<file path="src/rtl/blm_map.svh">
// Register offsets, field positions, reset values and timing for the black level monitor
// Function
// - Measure residual offset at converter output and servo 10-bit offset DAC toward zero.
// - With compensation enabled, run one compensation pass every line after sync trailing edge.
// - With coast-clamp bit zero, skip compensation passes while the sample PLL coasts.
// - Wait the programmed pixel count after sync trailing edge before sampling black.
// - Average the selected number of pixels and add it into the accumulator.
// - Average over the selected number of lines and derive the 10-bit DAC code.
// - With compensation on, user offset is an 8-bit digital adder, one LSB per step.
// - DAC step is a quarter LSB, or an eighth LSB with range bit set.
// - With compensation off, DAC takes channel offset plus two low bits.
// - Pixel clock equals line sync frequency times programmed line total.
// - Offer 64 sampling phases per pixel, chosen by the phase register.
// - Glitch filter ignores line sync transitions within 100 ns of an accepted edge.
// - Continuously report sync activity and polarity for all three sync inputs.
// - Luma sync activity needs 64 consecutive pulses of equal period and duty.
// - With compensation on, channel offsets are added or subtracted digitally.
// - Range bit halves the total DAC swing in both modes.
`ifndef BLM_MAP_SVH
`define BLM_MAP_SVH
`define BLM_IDX_STAT      6'h01
`define BLM_IDX_POL       6'h02
`define BLM_IDX_LUMA      6'h04
`define BLM_IDX_INCFG     6'h05
`define BLM_IDX_OFS_A     6'h09
`define BLM_IDX_OFS_B     6'h0a
`define BLM_IDX_OFS_C     6'h0b
`define BLM_IDX_OFS_LO    6'h0c
`define BLM_IDX_LT_A      6'h0e
`define BLM_IDX_LT_B      6'h0f
`define BLM_IDX_PHASE     6'h10
`define BLM_IDX_DLY_A     6'h14
`define BLM_IDX_DLY_B     6'h15
`define BLM_IDX_LOOP      6'h17
`define BLM_BIT_LOOP_OFF  0
`define BLM_BIT_RANGE     0
`define BLM_BIT_COAST_OK  5
`define BLM_RST_LUMA      8'h10
`define BLM_RST_ZERO      8'h00
`define BLM_GLITCH_NS     100
`define BLM_CLK_NS        20
`define BLM_LUMA_RUN      7'h40
`define BLM_RESP_OK       2'h0
`define BLM_RESP_ERR      2'h2
`endif

</file>
<file path="src/rtl/blm_pkg.sv">
// Types shared by the black level and sync monitor
package blm_pkg;
  typedef logic [2:0][7:0] pix3_t;
  typedef logic [2:0][9:0] dac3_t;
  typedef enum logic [1:0] {ST_IDLE, ST_WAIT, ST_SAMPLE, ST_UPDATE} black_level_loop_state_e;
  typedef struct packed {
    logic [7:0]      luma_setup;
    logic [7:0]      in_cfg;
    logic [2:0][7:0] ofs;
    logic [7:0]      ofs_lo;
    logic [7:0]      lt_a;
    logic [7:0]      lt_b;
    logic [7:0]      phase;
    logic [7:0]      dly_a;
    logic [7:0]      dly_b;
    logic [7:0]      loop;
  } cfg_s;
endpackage

</file>
<file path="src/rtl/black_level_and_sync_monitor.sv">
// Black level servo, sync glitch filter and sync monitor with AXI4-Lite registers
//
// The AXI4-Lite interface to the registers is this design's own decision.
`timescale 1ns/10ps
`default_nettype none
`include "blm_map.svh"
module black_level_and_sync_monitor import blm_pkg::*; #(
  parameter int         ACT_TIMEOUT  = 65535,
  parameter int         PER_TOL      = 2,
  parameter logic [7:0] BLACK_TARGET = 8'h00
) (
  input  wire logic        i_mclk,
  input  wire logic        i_resetn,
  input  wire logic [7:0]  i_awaddr,
  input  wire logic        i_awvalid,
  output logic             o_awready,
  input  wire logic [31:0] i_wdata,
  input  wire logic [3:0]  i_wstrb,
  input  wire logic        i_wvalid,
  output logic             o_wready,
  output logic [1:0]       o_bresp,
  output logic             o_bvalid,
  input  wire logic        i_bready,
  input  wire logic [7:0]  i_araddr,
  input  wire logic        i_arvalid,
  output logic             o_arready,
  output logic [31:0]      o_rdata,
  output logic [1:0]       o_rresp,
  output logic             o_rvalid,
  input  wire logic        i_rready,
  input  wire logic        i_hsync,
  input  wire logic        i_vsync,
  input  wire logic        i_luma_slice,
  input  wire logic        i_pll_coast,
  input  wire pix3_t       i_pix,
  output pix3_t            o_pix,
  output dac3_t            o_offset_dac,
  output logic             o_dac_half_range,
  output logic [15:0]      o_line_total,
  output logic [5:0]       o_sample_phase,
  output logic [7:0]       o_luma_setup,
  output logic             o_hsync_filt
);
  localparam int GLITCH_RAW = `BLM_GLITCH_NS / `BLM_CLK_NS;
  localparam int GLITCH_INT = (GLITCH_RAW < 1) ? 1 : GLITCH_RAW;
  localparam logic [2:0] GLITCH_CYC = 3'(GLITCH_INT);
  localparam logic [15:0] ACT_LIM = 16'(ACT_TIMEOUT);

  function automatic logic [7:0] shr8(input logic [14:0] v, input logic [2:0] sh);
    logic [14:0] t;
    t = v >> sh;
    return t[7:0];
  endfunction

  function automatic logic close(input logic [15:0] a, input logic [15:0] b);
    logic [15:0] d;
    d = (a > b) ? a - b : b - a;
    return d <= 16'(PER_TOL);
  endfunction

  function automatic logic [15:0] inc16(input logic [15:0] v);
    return (v == 16'hffff) ? v : v + 16'h0001;
  endfunction

  function automatic logic [7:0] add_ofs(input logic [7:0] p, input logic [7:0] o);
    logic signed [9:0] s;
    s = $signed({2'b00, p}) + $signed({{2{o[7]}}, o});
    if (s > 10'sd255) return 8'hff;
    if (s < 10'sd0) return 8'h00;
    return s[7:0];
  endfunction

  // Quarter or eighth LSB steps: one LSB of error is 4 or 8 DAC codes
  function automatic logic [9:0] servo(input logic [9:0] dac, input logic [7:0] avg,
                                       input logic rng);
    logic signed [9:0]  err;
    logic signed [13:0] v;
    err = $signed({2'b00, avg}) - $signed({2'b00, BLACK_TARGET});
    v = $signed({{4{dac[9]}}, dac}) - (rng ? (14'(err) <<< 3) : (14'(err) <<< 2));
    if (v > 14'sd511) return 10'h1ff;
    if (v < -14'sd512) return 10'h200;
    return v[9:0];
  endfunction

  //****************************************************************
  // Register bus
  //****************************************************************
  cfg_s        cfg_q, cfg_d;
  logic        awrdy_q, awrdy_d, bvalid_q, bvalid_d, arrdy_q, arrdy_d, rvalid_q, rvalid_d;
  logic [1:0]  bresp_q, bresp_d, rresp_q, rresp_d;
  logic [31:0] rdata_q, rdata_d;
  logic [5:0]  widx, ridx;
  logic        wr_ok;
  logic [7:0]  stat_byte, pol_byte;

  assign widx = i_awaddr[7:2];
  assign ridx = i_araddr[7:2];
  assign wr_ok = (widx == `BLM_IDX_LUMA) || (widx == `BLM_IDX_INCFG) ||
                 (widx == `BLM_IDX_OFS_A) || (widx == `BLM_IDX_OFS_B) ||
                 (widx == `BLM_IDX_OFS_C) || (widx == `BLM_IDX_OFS_LO) ||
                 (widx == `BLM_IDX_LT_A) || (widx == `BLM_IDX_LT_B) ||
                 (widx == `BLM_IDX_PHASE) || (widx == `BLM_IDX_DLY_A) ||
                 (widx == `BLM_IDX_DLY_B) || (widx == `BLM_IDX_LOOP);

  always_comb begin
    awrdy_d  = i_awvalid && i_wvalid && !awrdy_q && !bvalid_q;
    bvalid_d = bvalid_q ? !i_bready : awrdy_q;
    bresp_d  = bresp_q;
    cfg_d    = cfg_q;
    if (awrdy_q) begin
      bresp_d = wr_ok ? `BLM_RESP_OK : `BLM_RESP_ERR;
      if (i_wstrb[0]) begin
        case (widx)
          `BLM_IDX_LUMA:   cfg_d.luma_setup = i_wdata[7:0];
          `BLM_IDX_INCFG:  cfg_d.in_cfg = i_wdata[7:0];
          `BLM_IDX_OFS_A:  cfg_d.ofs[0] = i_wdata[7:0];
          `BLM_IDX_OFS_B:  cfg_d.ofs[1] = i_wdata[7:0];
          `BLM_IDX_OFS_C:  cfg_d.ofs[2] = i_wdata[7:0];
          `BLM_IDX_OFS_LO: cfg_d.ofs_lo = i_wdata[7:0];
          `BLM_IDX_LT_A:   cfg_d.lt_a = i_wdata[7:0];
          `BLM_IDX_LT_B:   cfg_d.lt_b = i_wdata[7:0];
          `BLM_IDX_PHASE:  cfg_d.phase = i_wdata[7:0];
          `BLM_IDX_DLY_A:  cfg_d.dly_a = i_wdata[7:0];
          `BLM_IDX_DLY_B:  cfg_d.dly_b = i_wdata[7:0];
          `BLM_IDX_LOOP:   cfg_d.loop = i_wdata[7:0];
          default:         cfg_d = cfg_q;
        endcase
      end
    end
    arrdy_d  = i_arvalid && !arrdy_q && !rvalid_q;
    rvalid_d = rvalid_q ? !i_rready : arrdy_q;
    rdata_d  = rdata_q;
    rresp_d  = rresp_q;
    if (arrdy_q) begin
      rresp_d = `BLM_RESP_OK;
      case (ridx)
        `BLM_IDX_STAT:   rdata_d = {24'h0, stat_byte};
        `BLM_IDX_POL:    rdata_d = {24'h0, pol_byte};
        `BLM_IDX_LUMA:   rdata_d = {24'h0, cfg_q.luma_setup};
        `BLM_IDX_INCFG:  rdata_d = {24'h0, cfg_q.in_cfg};
        `BLM_IDX_OFS_A:  rdata_d = {24'h0, cfg_q.ofs[0]};
        `BLM_IDX_OFS_B:  rdata_d = {24'h0, cfg_q.ofs[1]};
        `BLM_IDX_OFS_C:  rdata_d = {24'h0, cfg_q.ofs[2]};
        `BLM_IDX_OFS_LO: rdata_d = {24'h0, cfg_q.ofs_lo};
        `BLM_IDX_LT_A:   rdata_d = {24'h0, cfg_q.lt_a};
        `BLM_IDX_LT_B:   rdata_d = {24'h0, cfg_q.lt_b};
        `BLM_IDX_PHASE:  rdata_d = {24'h0, cfg_q.phase};
        `BLM_IDX_DLY_A:  rdata_d = {24'h0, cfg_q.dly_a};
        `BLM_IDX_DLY_B:  rdata_d = {24'h0, cfg_q.dly_b};
        `BLM_IDX_LOOP:   rdata_d = {24'h0, cfg_q.loop};
        default: begin
          rdata_d = 32'h0;
          rresp_d = `BLM_RESP_ERR;
        end
      endcase
    end
  end

  always_ff @(posedge i_mclk or negedge i_resetn) begin
    if (!i_resetn) begin
      cfg_q <= '{luma_setup: `BLM_RST_LUMA, in_cfg: `BLM_RST_ZERO, ofs: '0,
                 ofs_lo: `BLM_RST_ZERO, lt_a: `BLM_RST_ZERO, lt_b: `BLM_RST_ZERO,
                 phase: `BLM_RST_ZERO, dly_a: `BLM_RST_ZERO, dly_b: `BLM_RST_ZERO,
                 loop: `BLM_RST_ZERO};
      awrdy_q  <= 1'b0;
      bvalid_q <= 1'b0;
      bresp_q  <= `BLM_RESP_OK;
      arrdy_q  <= 1'b0;
      rvalid_q <= 1'b0;
      rresp_q  <= `BLM_RESP_OK;
      rdata_q  <= 32'h0;
    end else begin
      cfg_q    <= cfg_d;
      awrdy_q  <= awrdy_d;
      bvalid_q <= bvalid_d;
      bresp_q  <= bresp_d;
      arrdy_q  <= arrdy_d;
      rvalid_q <= rvalid_d;
      rresp_q  <= rresp_d;
      rdata_q  <= rdata_d;
    end
  end

  assign o_awready = awrdy_q;
  assign o_wready  = awrdy_q;
  assign o_bvalid  = bvalid_q;
  assign o_bresp   = bresp_q;
  assign o_arready = arrdy_q;
  assign o_rvalid  = rvalid_q;
  assign o_rresp   = rresp_q;
  assign o_rdata   = rdata_q;
  assign o_line_total     = {cfg_q.lt_a, cfg_q.lt_b};
  assign o_sample_phase   = cfg_q.phase[5:0];
  assign o_dac_half_range = cfg_q.ofs_lo[`BLM_BIT_RANGE];
  assign o_luma_setup     = cfg_q.luma_setup;

  //****************************************************************
  // Glitch filter and sync monitor
  //****************************************************************
  logic            hs_filt_q, hs_filt_d;
  logic [2:0]      gcnt_q, gcnt_d;
  logic [2:0]      s_in, prev_q, prev_d, pol_q, pol_d, act;
  logic [2:0][15:0] hi_q, hi_d, lo_q, lo_d, idle_q, idle_d, per_q, per_d, hw_q, hw_d;
  logic [2:0][6:0] run_q, run_d;
  logic [15:0]     cage_q, cage_d, apw;
  logic [1:0]      src;
  logic            trail, composite_sync;

  // Filter blinds itself after each accepted edge to reject ringing
  always_comb begin
    hs_filt_d = hs_filt_q;
    gcnt_d    = gcnt_q;
    if (gcnt_q != 3'h0) begin
      gcnt_d = gcnt_q - 3'h1;
    end else if (i_hsync != hs_filt_q) begin
      hs_filt_d = i_hsync;
      gcnt_d    = GLITCH_CYC;
    end
  end

  assign s_in = {i_luma_slice, i_vsync, hs_filt_q};
  assign src  = (cfg_q.in_cfg[4:3] == 2'h2) ? 2'd2 : 2'd0;

  always_comb begin
    prev_d = s_in;
    pol_d = pol_q;
    hi_d = hi_q;
    lo_d = lo_q;
    idle_d = idle_q;
    per_d = per_q;
    hw_d = hw_q;
    run_d = run_q;
    for (int k = 0; k < 3; k++) begin
      idle_d[k] = (s_in[k] != prev_q[k]) ? 16'h0 : inc16(idle_q[k]);
      if (s_in[k] && !prev_q[k]) begin
        per_d[k] = inc16(hi_q[k] + (lo_q[k] >> 1) + (lo_q[k] - (lo_q[k] >> 1)) - 16'h1);
        pol_d[k] = hi_q[k] > lo_q[k];
        hw_d[k]  = hi_q[k];
        hi_d[k]  = 16'h1;
        if (close(per_d[k], per_q[k]) && close(hi_q[k], hw_q[k])) begin
          run_d[k] = (run_q[k] == `BLM_LUMA_RUN) ? run_q[k] : run_q[k] + 7'h1;
        end else begin
          run_d[k] = 7'h0;
        end
      end else if (!s_in[k] && prev_q[k]) begin
        lo_d[k] = 16'h1;
      end else if (s_in[k]) begin
        hi_d[k] = inc16(hi_q[k]);
      end else begin
        lo_d[k] = inc16(lo_q[k]);
      end
      if (idle_q[k] >= ACT_LIM) run_d[k] = 7'h0;
    end
  end

  // Composite sync shows as an active pulse wider than a quarter line
  assign apw = pol_q[src] ? lo_q[src] : hi_q[src];
  always_comb begin
    cage_d = inc16(cage_q);
    if (cfg_q.in_cfg[4:3] != 2'h0 && per_q[src] != 16'h0 && apw > (per_q[src] >> 2)) begin
      cage_d = 16'h0;
    end
  end

  assign act[0] = idle_q[0] < ACT_LIM;
  assign act[1] = idle_q[1] < ACT_LIM;
  assign act[2] = (idle_q[2] < ACT_LIM) && (run_q[2] == `BLM_LUMA_RUN);
  assign composite_sync  = cage_q < ACT_LIM;
  assign stat_byte = {4'h0, composite_sync, act[2], act[1], act[0]};
  assign pol_byte  = {5'h0, pol_q};
  assign trail = pol_q[src] ? (s_in[src] && !prev_q[src]) : (!s_in[src] && prev_q[src]);

  always_ff @(posedge i_mclk or negedge i_resetn) begin
    if (!i_resetn) begin
      hs_filt_q <= 1'b0;
      gcnt_q    <= 3'h0;
      prev_q    <= 3'h0;
      pol_q     <= 3'h0;
      hi_q      <= '0;
      lo_q      <= '0;
      idle_q    <= {3{16'hffff}};
      per_q     <= '0;
      hw_q      <= '0;
      run_q     <= '0;
      cage_q    <= 16'hffff;
    end else begin
      hs_filt_q <= hs_filt_d;
      gcnt_q    <= gcnt_d;
      prev_q    <= prev_d;
      pol_q     <= pol_d;
      hi_q      <= hi_d;
      lo_q      <= lo_d;
      idle_q    <= idle_d;
      per_q     <= per_d;
      hw_q      <= hw_d;
      run_q     <= run_d;
      cage_q    <= cage_d;
    end
  end
  assign o_hsync_filt = hs_filt_q;

  //****************************************************************
  // Black level loop
  //****************************************************************
  black_level_loop_state_e      st_q, st_d;
  logic [15:0]      cnt_q, cnt_d, dly, npix_m1;
  logic [2:0][12:0] sum_q, sum_d;
  logic [2:0][14:0] lacc_q, lacc_d;
  logic [6:0]       lines_q, lines_d, lines_m1;
  dac3_t            dac_q, dac_d;
  pix3_t            pix_d, pix_q;
  logic             loop_on, coast_blk, last_line, rng;
  logic [2:0]       pshift, lshift;

  assign loop_on   = !cfg_q.loop[`BLM_BIT_LOOP_OFF];
  assign coast_blk = !cfg_q.in_cfg[`BLM_BIT_COAST_OK] && i_pll_coast;
  assign dly       = {cfg_q.dly_a, cfg_q.dly_b};
  assign pshift    = {1'b0, cfg_q.loop[3:2]} + 3'h2;
  assign npix_m1   = (16'h1 << pshift) - 16'h1;
  assign lshift    = cfg_q.loop[6:4];
  assign lines_m1  = 7'((8'h1 << lshift) - 8'h1);
  assign last_line = lines_q == lines_m1;
  assign rng       = cfg_q.ofs_lo[`BLM_BIT_RANGE];

  always_comb begin
    st_d = st_q;
    cnt_d = cnt_q;
    sum_d = sum_q;
    lacc_d = lacc_q;
    lines_d = lines_q;
    dac_d = dac_q;
    case (st_q)
      ST_IDLE: if (trail && !coast_blk) begin
        cnt_d = dly;
        st_d  = ST_WAIT;
      end
      ST_WAIT: if (cnt_q == 16'h0) begin
        cnt_d = npix_m1;
        sum_d = '0;
        st_d  = ST_SAMPLE;
      end else begin
        cnt_d = cnt_q - 16'h1;
      end
      ST_SAMPLE: begin
        for (int k = 0; k < 3; k++) sum_d[k] = sum_q[k] + 13'(i_pix[k]);
        if (cnt_q == 16'h0) st_d = ST_UPDATE;
        else cnt_d = cnt_q - 16'h1;
      end
      ST_UPDATE: begin
        for (int k = 0; k < 3; k++) begin
          lacc_d[k] = lacc_q[k] + 15'(shr8({2'b00, sum_q[k]}, pshift));
          if (last_line) begin
            dac_d[k]  = servo(dac_q[k], shr8(lacc_d[k], lshift), rng);
            lacc_d[k] = '0;
          end
        end
        lines_d = last_line ? 7'h0 : lines_q + 7'h1;
        st_d = ST_IDLE;
      end
      default: st_d = ST_IDLE;
    endcase
    if (!loop_on) begin
      st_d = ST_IDLE;
      lacc_d = '0;
      lines_d = 7'h0;
      for (int k = 0; k < 3; k++) begin
        dac_d[k] = {cfg_q.ofs[k], cfg_q.ofs_lo[7 - 2 * k -: 2]};
      end
    end
    for (int k = 0; k < 3; k++) begin
      pix_d[k] = loop_on ? add_ofs(i_pix[k], cfg_q.ofs[k]) : i_pix[k];
    end
  end

  always_ff @(posedge i_mclk or negedge i_resetn) begin
    if (!i_resetn) begin
      st_q    <= ST_IDLE;
      cnt_q   <= 16'h0;
      sum_q   <= '0;
      lacc_q  <= '0;
      lines_q <= 7'h0;
      dac_q   <= '0;
      pix_q   <= '0;
    end else begin
      st_q    <= st_d;
      cnt_q   <= cnt_d;
      sum_q   <= sum_d;
      lacc_q  <= lacc_d;
      lines_q <= lines_d;
      dac_q   <= dac_d;
      pix_q   <= pix_d;
    end
  end
  assign o_offset_dac = dac_q;
  assign o_pix        = pix_q;
endmodule // black_level_and_sync_monitor
`default_nettype wire

</file>
<file path="config.mk">
export PLATFORM = sky130hd
export DESIGN_NAME = black_level_and_sync_monitor
export DESIGN_NICKNAME = d
export VERILOG_FILES = /design/src/rtl/blm_pkg.sv /design/src/rtl/black_level_and_sync_monitor.sv
export VERILOG_INCLUDE_DIRS = /design/src /design/src/rtl
export SDC_FILE = /design/constraint.sdc
export NUM_CORES = 2
export LEC_CHECK = 0
export BUFFER_PORTS_ARGS = -buffer_cell sky130_fd_sc_hd__buf_2
export CAP_MARGIN = 20
export CORE_MARGIN = 2
export CORE_UTILIZATION = 30
export DETAILED_ROUTE_END_ITERATION = 10
export PLACE_DENSITY = 0.54
export SETUP_SLACK_MARGIN = 0.05
export SYNTH_ARGS = -nofsm -noshare
export SYNTH_HDL_FRONTEND = slang
export SYNTH_SLANG_ARGS = --single-unit
</file>
<file path="constraint.sdc">
create_clock -name i_mclk -period 22.8 [get_ports i_mclk]
set_input_delay 4.56 -clock i_mclk [delete_from_list [all_inputs] [get_ports i_mclk]]
set_output_delay 4.56 -clock i_mclk [all_outputs]
set_load 0.005 [all_outputs]
</file>
==> flow_summary_export.csv <==
group,metric,value,unit
finish,sequential_cell_area,0.0125,sq mm
worst_setup_path,critical_path_endpoint_category,"flop",
worst_setup_path,regToRegSetupSlack,13.93,ns
logic_synthesis,synthXorXnorAreaFrac,0.0643,
worst_setup_path,reg2reg_to,"run_q[16]",
timing,fin_crit,8.87,ns
flow_run,max_cap_viol_count,0,
clock_tree,post_cts_resize_count,0,
route,drt-wirelength-per-cell,19.0,microns
route,drc,0,
power,power_density,160,mW/mm^2
logic_synthesis,synth.yosys.warnings,0,
worst_setup_path,crit_slowest_cell,"sky130_fd_sc_hd__nor4_4",
global_route,grt-ovfl-total,0,
clock_tree,cts-root-buf,"sky130_fd_sc_hd__clkbuf_16",
timing,setup_viol,0,
worst_setup_path,worst_path_largest_cell_delay,0.63,ns
clock_tree,cts_buffer_depth,3,
worst_setup_path,timing_worst_setup_path_type,"flop to flop",
global_route,grt_max_degree,94,
logic_synthesis,netlist_area,0.0392,sq mm
place,post-dp-hpwl,90.1,mm
worst_setup_path,cp_data_required_time,23.37,ns
logic_synthesis,postSynthRegisterBits,498,
worst_setup_path,worst_setup_path_start_kind,"flop",
timing,worst_max_slew_pin_slew,1.12,ns
logic_synthesis,ys_types,90,
logic_synthesis,async_set_or_reset_flop_fraction_in_the_synthesized_netlist,1.00,
clock_tree,clock-sinks,498,
worst_setup_path,timing.critical_path.depth,26,
logic_synthesis,area_fraction_in_and_or_nand_and_nor_cells_after_synthesis,0.168,
timing,final_max_slew_viol_count,0,
timing,max_freq,113,MHz
route,final_wirelength,118,mm
floorplanning,dieArea,0.134,sq mm
route,routed_antenna_nets,0,
place,port_bufs,156,
worst_setup_path,cp.arrival,9.45,ns
route,drt_iter0_drc,2338,
power,vdd_drop_max,0.165,mV
timing,holdWs,0.474,ns
timing,grt_setup_unrepaired,"false",
logic_synthesis,synth_edf_count,0,
clock_tree,cts_hold_repair.buffers,0,
global_route,first_global_vias,31071,
finish,design_area,0.0435,sq mm
logic_synthesis,synth_seq_area_share,0.320,
floorplanning,core,0.130,sq mm
worst_setup_path,critical_path.max_fanout,11,
floorplanning,floorplan.die.width,366,microns
logic_synthesis,combinational_family_with_the_most_area_after_synthesis,"compound AO/OA/AOI/OAI gates",
finish,drive_gt1_frac,0.129,
power,cellLeakagePower,0.0196,uW
logic_synthesis,post_synth_fa_ha_maj_area_fraction,0.131,
logic_synthesis,synthesis.area_per_instance,8.97,sq um
run_status,outcome,"complete, no violations",
logic_synthesis,synth-main-ff-cell,"sky130_fd_sc_hd__dfrtp_1",
logic_synthesis,synthCells,4370,
worst_setup_path,timing.critical_path.max_delay_family,"compound AO/OA/AOI/OAI gates",
finish,number_of_nets_in_the_final_layout,4872,
finish,layout.filler_cells,13445,
worst_setup_path,ff2ff_path_depth,26,
finish,flow.area_growth_from_synthesis,10.9,%
clock_tree,clock_latency,0.67,ns
floorplanning,io_pins,214,
route,drt_pre_antenna_iters,7,
route,avgViaCountPerCell,5.23,
worst_setup_path,buffering_stage_count_on_the_worst_path_with_inverters_included,2,
worst_hold_path,min_path_type,"flop to flop",
place,routabilityCongestion,0.876,
global_route,antenna_found_initial,9,
timing,totalNegativeSetupSlack,0,ns
timing,final_hold_viols,0,
worst_setup_path,worstSetupEndpoint,"run_q[16]",
worst_setup_path,timing.rr.start,"lo_q[34]",
place,placed_cell_area,0.0414,sq mm
worst_setup_path,startpoint,"lo_q[34]",
clock_tree,cts_post_setup_buffers_inserted,0,
global_route,grt_pass1_wl,183,mm
timing,clock-skew-final,0.0419,ns
clock_tree,clkSlewWorstSetupHoldPaths,0.06,ns
worst_setup_path,critical_path.most_common_cell,"sky130_fd_sc_hd__fa_1",
clock_tree,tritoncts,"yes",
clock_tree,num_cts_buffers,60,
clock_tree,cts_max_level,2,
floorplanning,rows,132,
logic_synthesis,synth_mux_area_frac,0.0772,
timing,final_min_period_over_clock_period,0.389,
route,vias,32494,
timing,relative_max_transition_margin,0.255,
floorplanning,die_height,366,microns
global_route,gr-usage-all-layers,0.174,
floorplanning,initial_utilization,0.303,
logic_synthesis,synth-compound-area-share,0.181,
finish,multi_input_area,0.0245,sq mm
[per-layer routing]
layer | track usage | share of wire | vias to the layer above
li1 | - | - | 15666
met1 | 0.252 | 0.48 | 15858
met2 | 0.258 | 0.43 | 812
met3 | 0.0318 | 0.061 | 152
met4 | 0.0600 | 0.032 | 6
met5 | 0 | 0.00031 | -
[worst min path at each step]
stage,to,startpoint,cells after the start
3_3_place_gp,o_rvalid,o_rvalid,1
2_1_floorplan,per_q[14],per_q[14],2
4_1_cts,o_bvalid,o_bvalid,1
5_1_grt,o_rresp[1],o_rresp[1],1
3_5_place_dp,o_bvalid,o_bvalid,1
6_report,o_rresp[1],o_rresp[1],1
[logic make-up after synthesis]
| group | count (synthesis) |
|---|---|
| flops | 498 |
| xor+xnor | 288 |
| compound gates | 1080 |
| other cells | 2 |
| fa+ha+maj | 366 |
| mux | 247 |
| buf+inv | 541 |
| simple gates | 1348 |
[Yosys cell counts (all sizes together) (27+ instances only)]
cell    count  area (sq um)
fa         76          1520
or3        44           275
o22ai      31           194
nor2      363          1360
buf        91           594
mux2      133          1500
mux2i      83           831
inv       309          1160
nand4      60           375
nor3       93           465
nand2     341          1280
nor4       29           196
nand2b     41           257
o21a       42           315
a21oi     275          1380
o21bai     35           263
a31oi      38           250
o21ai     249          1250
ha        290          3630
dfrtp     433         10800
nor2b      56           350
a211oi     27           203
a22o       34           298
xor2      108           946
nand3     118           591
and2       47           294
xnor2     180          1580
dfstp      65          1710
clkbuf    141           529
a21o       73           549
mux4       31           698
and3       54           338
[worst register-to-register path: stages, from the launching register on]
cell                       delay, ns
sky130_fd_sc_hd__dfrtp_1        0.50
sky130_fd_sc_hd__inv_1          0.17
sky130_fd_sc_hd__fa_1           0.48
sky130_fd_sc_hd__fa_1           0.53
sky130_fd_sc_hd__ha_1           0.18
sky130_fd_sc_hd__fa_1           0.22
sky130_fd_sc_hd__a21o_1         0.14
sky130_fd_sc_hd__and4_1         0.22
sky130_fd_sc_hd__nor3_1         0.09
sky130_fd_sc_hd__or3b_2         0.48
sky130_fd_sc_hd__o221a_2        0.29
sky130_fd_sc_hd__xnor2_1        0.42
sky130_fd_sc_hd__o2111a_1       0.48
sky130_fd_sc_hd__nand2_1        0.19
sky130_fd_sc_hd__mux2i_1        0.58
sky130_fd_sc_hd__inv_1          0.19
sky130_fd_sc_hd__fa_1           0.47
sky130_fd_sc_hd__a211oi_1       0.33
sky130_fd_sc_hd__nor3_1         0.13
sky130_fd_sc_hd__o31ai_1        0.50
sky130_fd_sc_hd__a31oi_2        0.27
sky130_fd_sc_hd__nor4_1         0.32
sky130_fd_sc_hd__nand3_1        0.14
sky130_fd_sc_hd__a211o_1        0.41
sky130_fd_sc_hd__nor4_4         0.63
sky130_fd_sc_hd__nand3b_4       0.22
sky130_fd_sc_hd__o41ai_2        0.23
[per-stage QoR]
stage / power [uW] / setup slack [ns] / instances / util
finish: 6940 / 13.93 / 6216 / 0.336
global route: 7550 / 13.35 / 6214 / 0.336
CTS: 6930 / 13.91 / 6209 / 0.335
detailed placement: 5880 / 13.93 / 6096 / 0.320
global placement: 5850 / 13.92 / 6095 / 0.320
floorplan: 4740 / 15.60 / 4398 / -
[cells in the final DEF, fill, tap and decap left out, types with 41 or more instances in the layout]
| cell | n |
|---|---|
| sky130_fd_sc_hd__xor2_1 | 108 |
| sky130_fd_sc_hd__dfrtp_1 | 430 |
| sky130_fd_sc_hd__inv_1 | 307 |
| sky130_fd_sc_hd__mux2i_1 | 83 |
| sky130_fd_sc_hd__clkbuf_16 | 64 |
| sky130_fd_sc_hd__a21o_1 | 72 |
| sky130_fd_sc_hd__fa_1 | 76 |
| sky130_fd_sc_hd__ha_1 | 289 |
| sky130_fd_sc_hd__o21a_1 | 42 |
| sky130_fd_sc_hd__nand2_1 | 341 |
| sky130_fd_sc_hd__buf_2 | 157 |
| sky130_fd_sc_hd__nor2b_1 | 55 |
| sky130_fd_sc_hd__nand4_1 | 60 |
| sky130_fd_sc_hd__or3_1 | 43 |
| sky130_fd_sc_hd__dfstp_2 | 65 |
| sky130_fd_sc_hd__and3_1 | 54 |
| sky130_fd_sc_hd__and2_1 | 45 |
| sky130_fd_sc_hd__o21ai_0 | 241 |
| sky130_fd_sc_hd__xnor2_1 | 180 |
| sky130_fd_sc_hd__nor3_1 | 92 |
| sky130_fd_sc_hd__nand2b_1 | 41 |
| sky130_fd_sc_hd__mux2_2 | 133 |
| sky130_fd_sc_hd__nand3_1 | 118 |
| sky130_fd_sc_hd__nor2_1 | 361 |
| sky130_fd_sc_hd__a21oi_1 | 275 |
[area by class of cell]
class	count	area share
tap	1742	0.0501
antenna	4	0.000230
inverter	309	0.0267
timing repair buffer	191	0.0241
sequential	498	0.288
multi-input combinational	3359	0.564
clock buffer	81	0.0406
clock inverter	32	0.00644
[where the power goes]
| part | switching (uW) | leakage [uW] | internal (uW) |
|---|---|---|---|
| Clock | 425 | 0.00101 | 578 |
| Sequential | 201 | 0.00636 | 1070 |
| Combinational | 2820 | 0.0122 | 1850 |
| Total | 3440 | 0.0196 | 3500 |
[sequential cells by signal, indices dropped and copies added, names as in the netlist, 24 cells and up]
signal	cells
hi_q	48
lo_q	48
o_pix	24
lacc_q	45
per_q	32
cfg_q	65
o_offset_dac	30
idle_q	48
sum_q	39
Power figures use the tool's default switching activity.
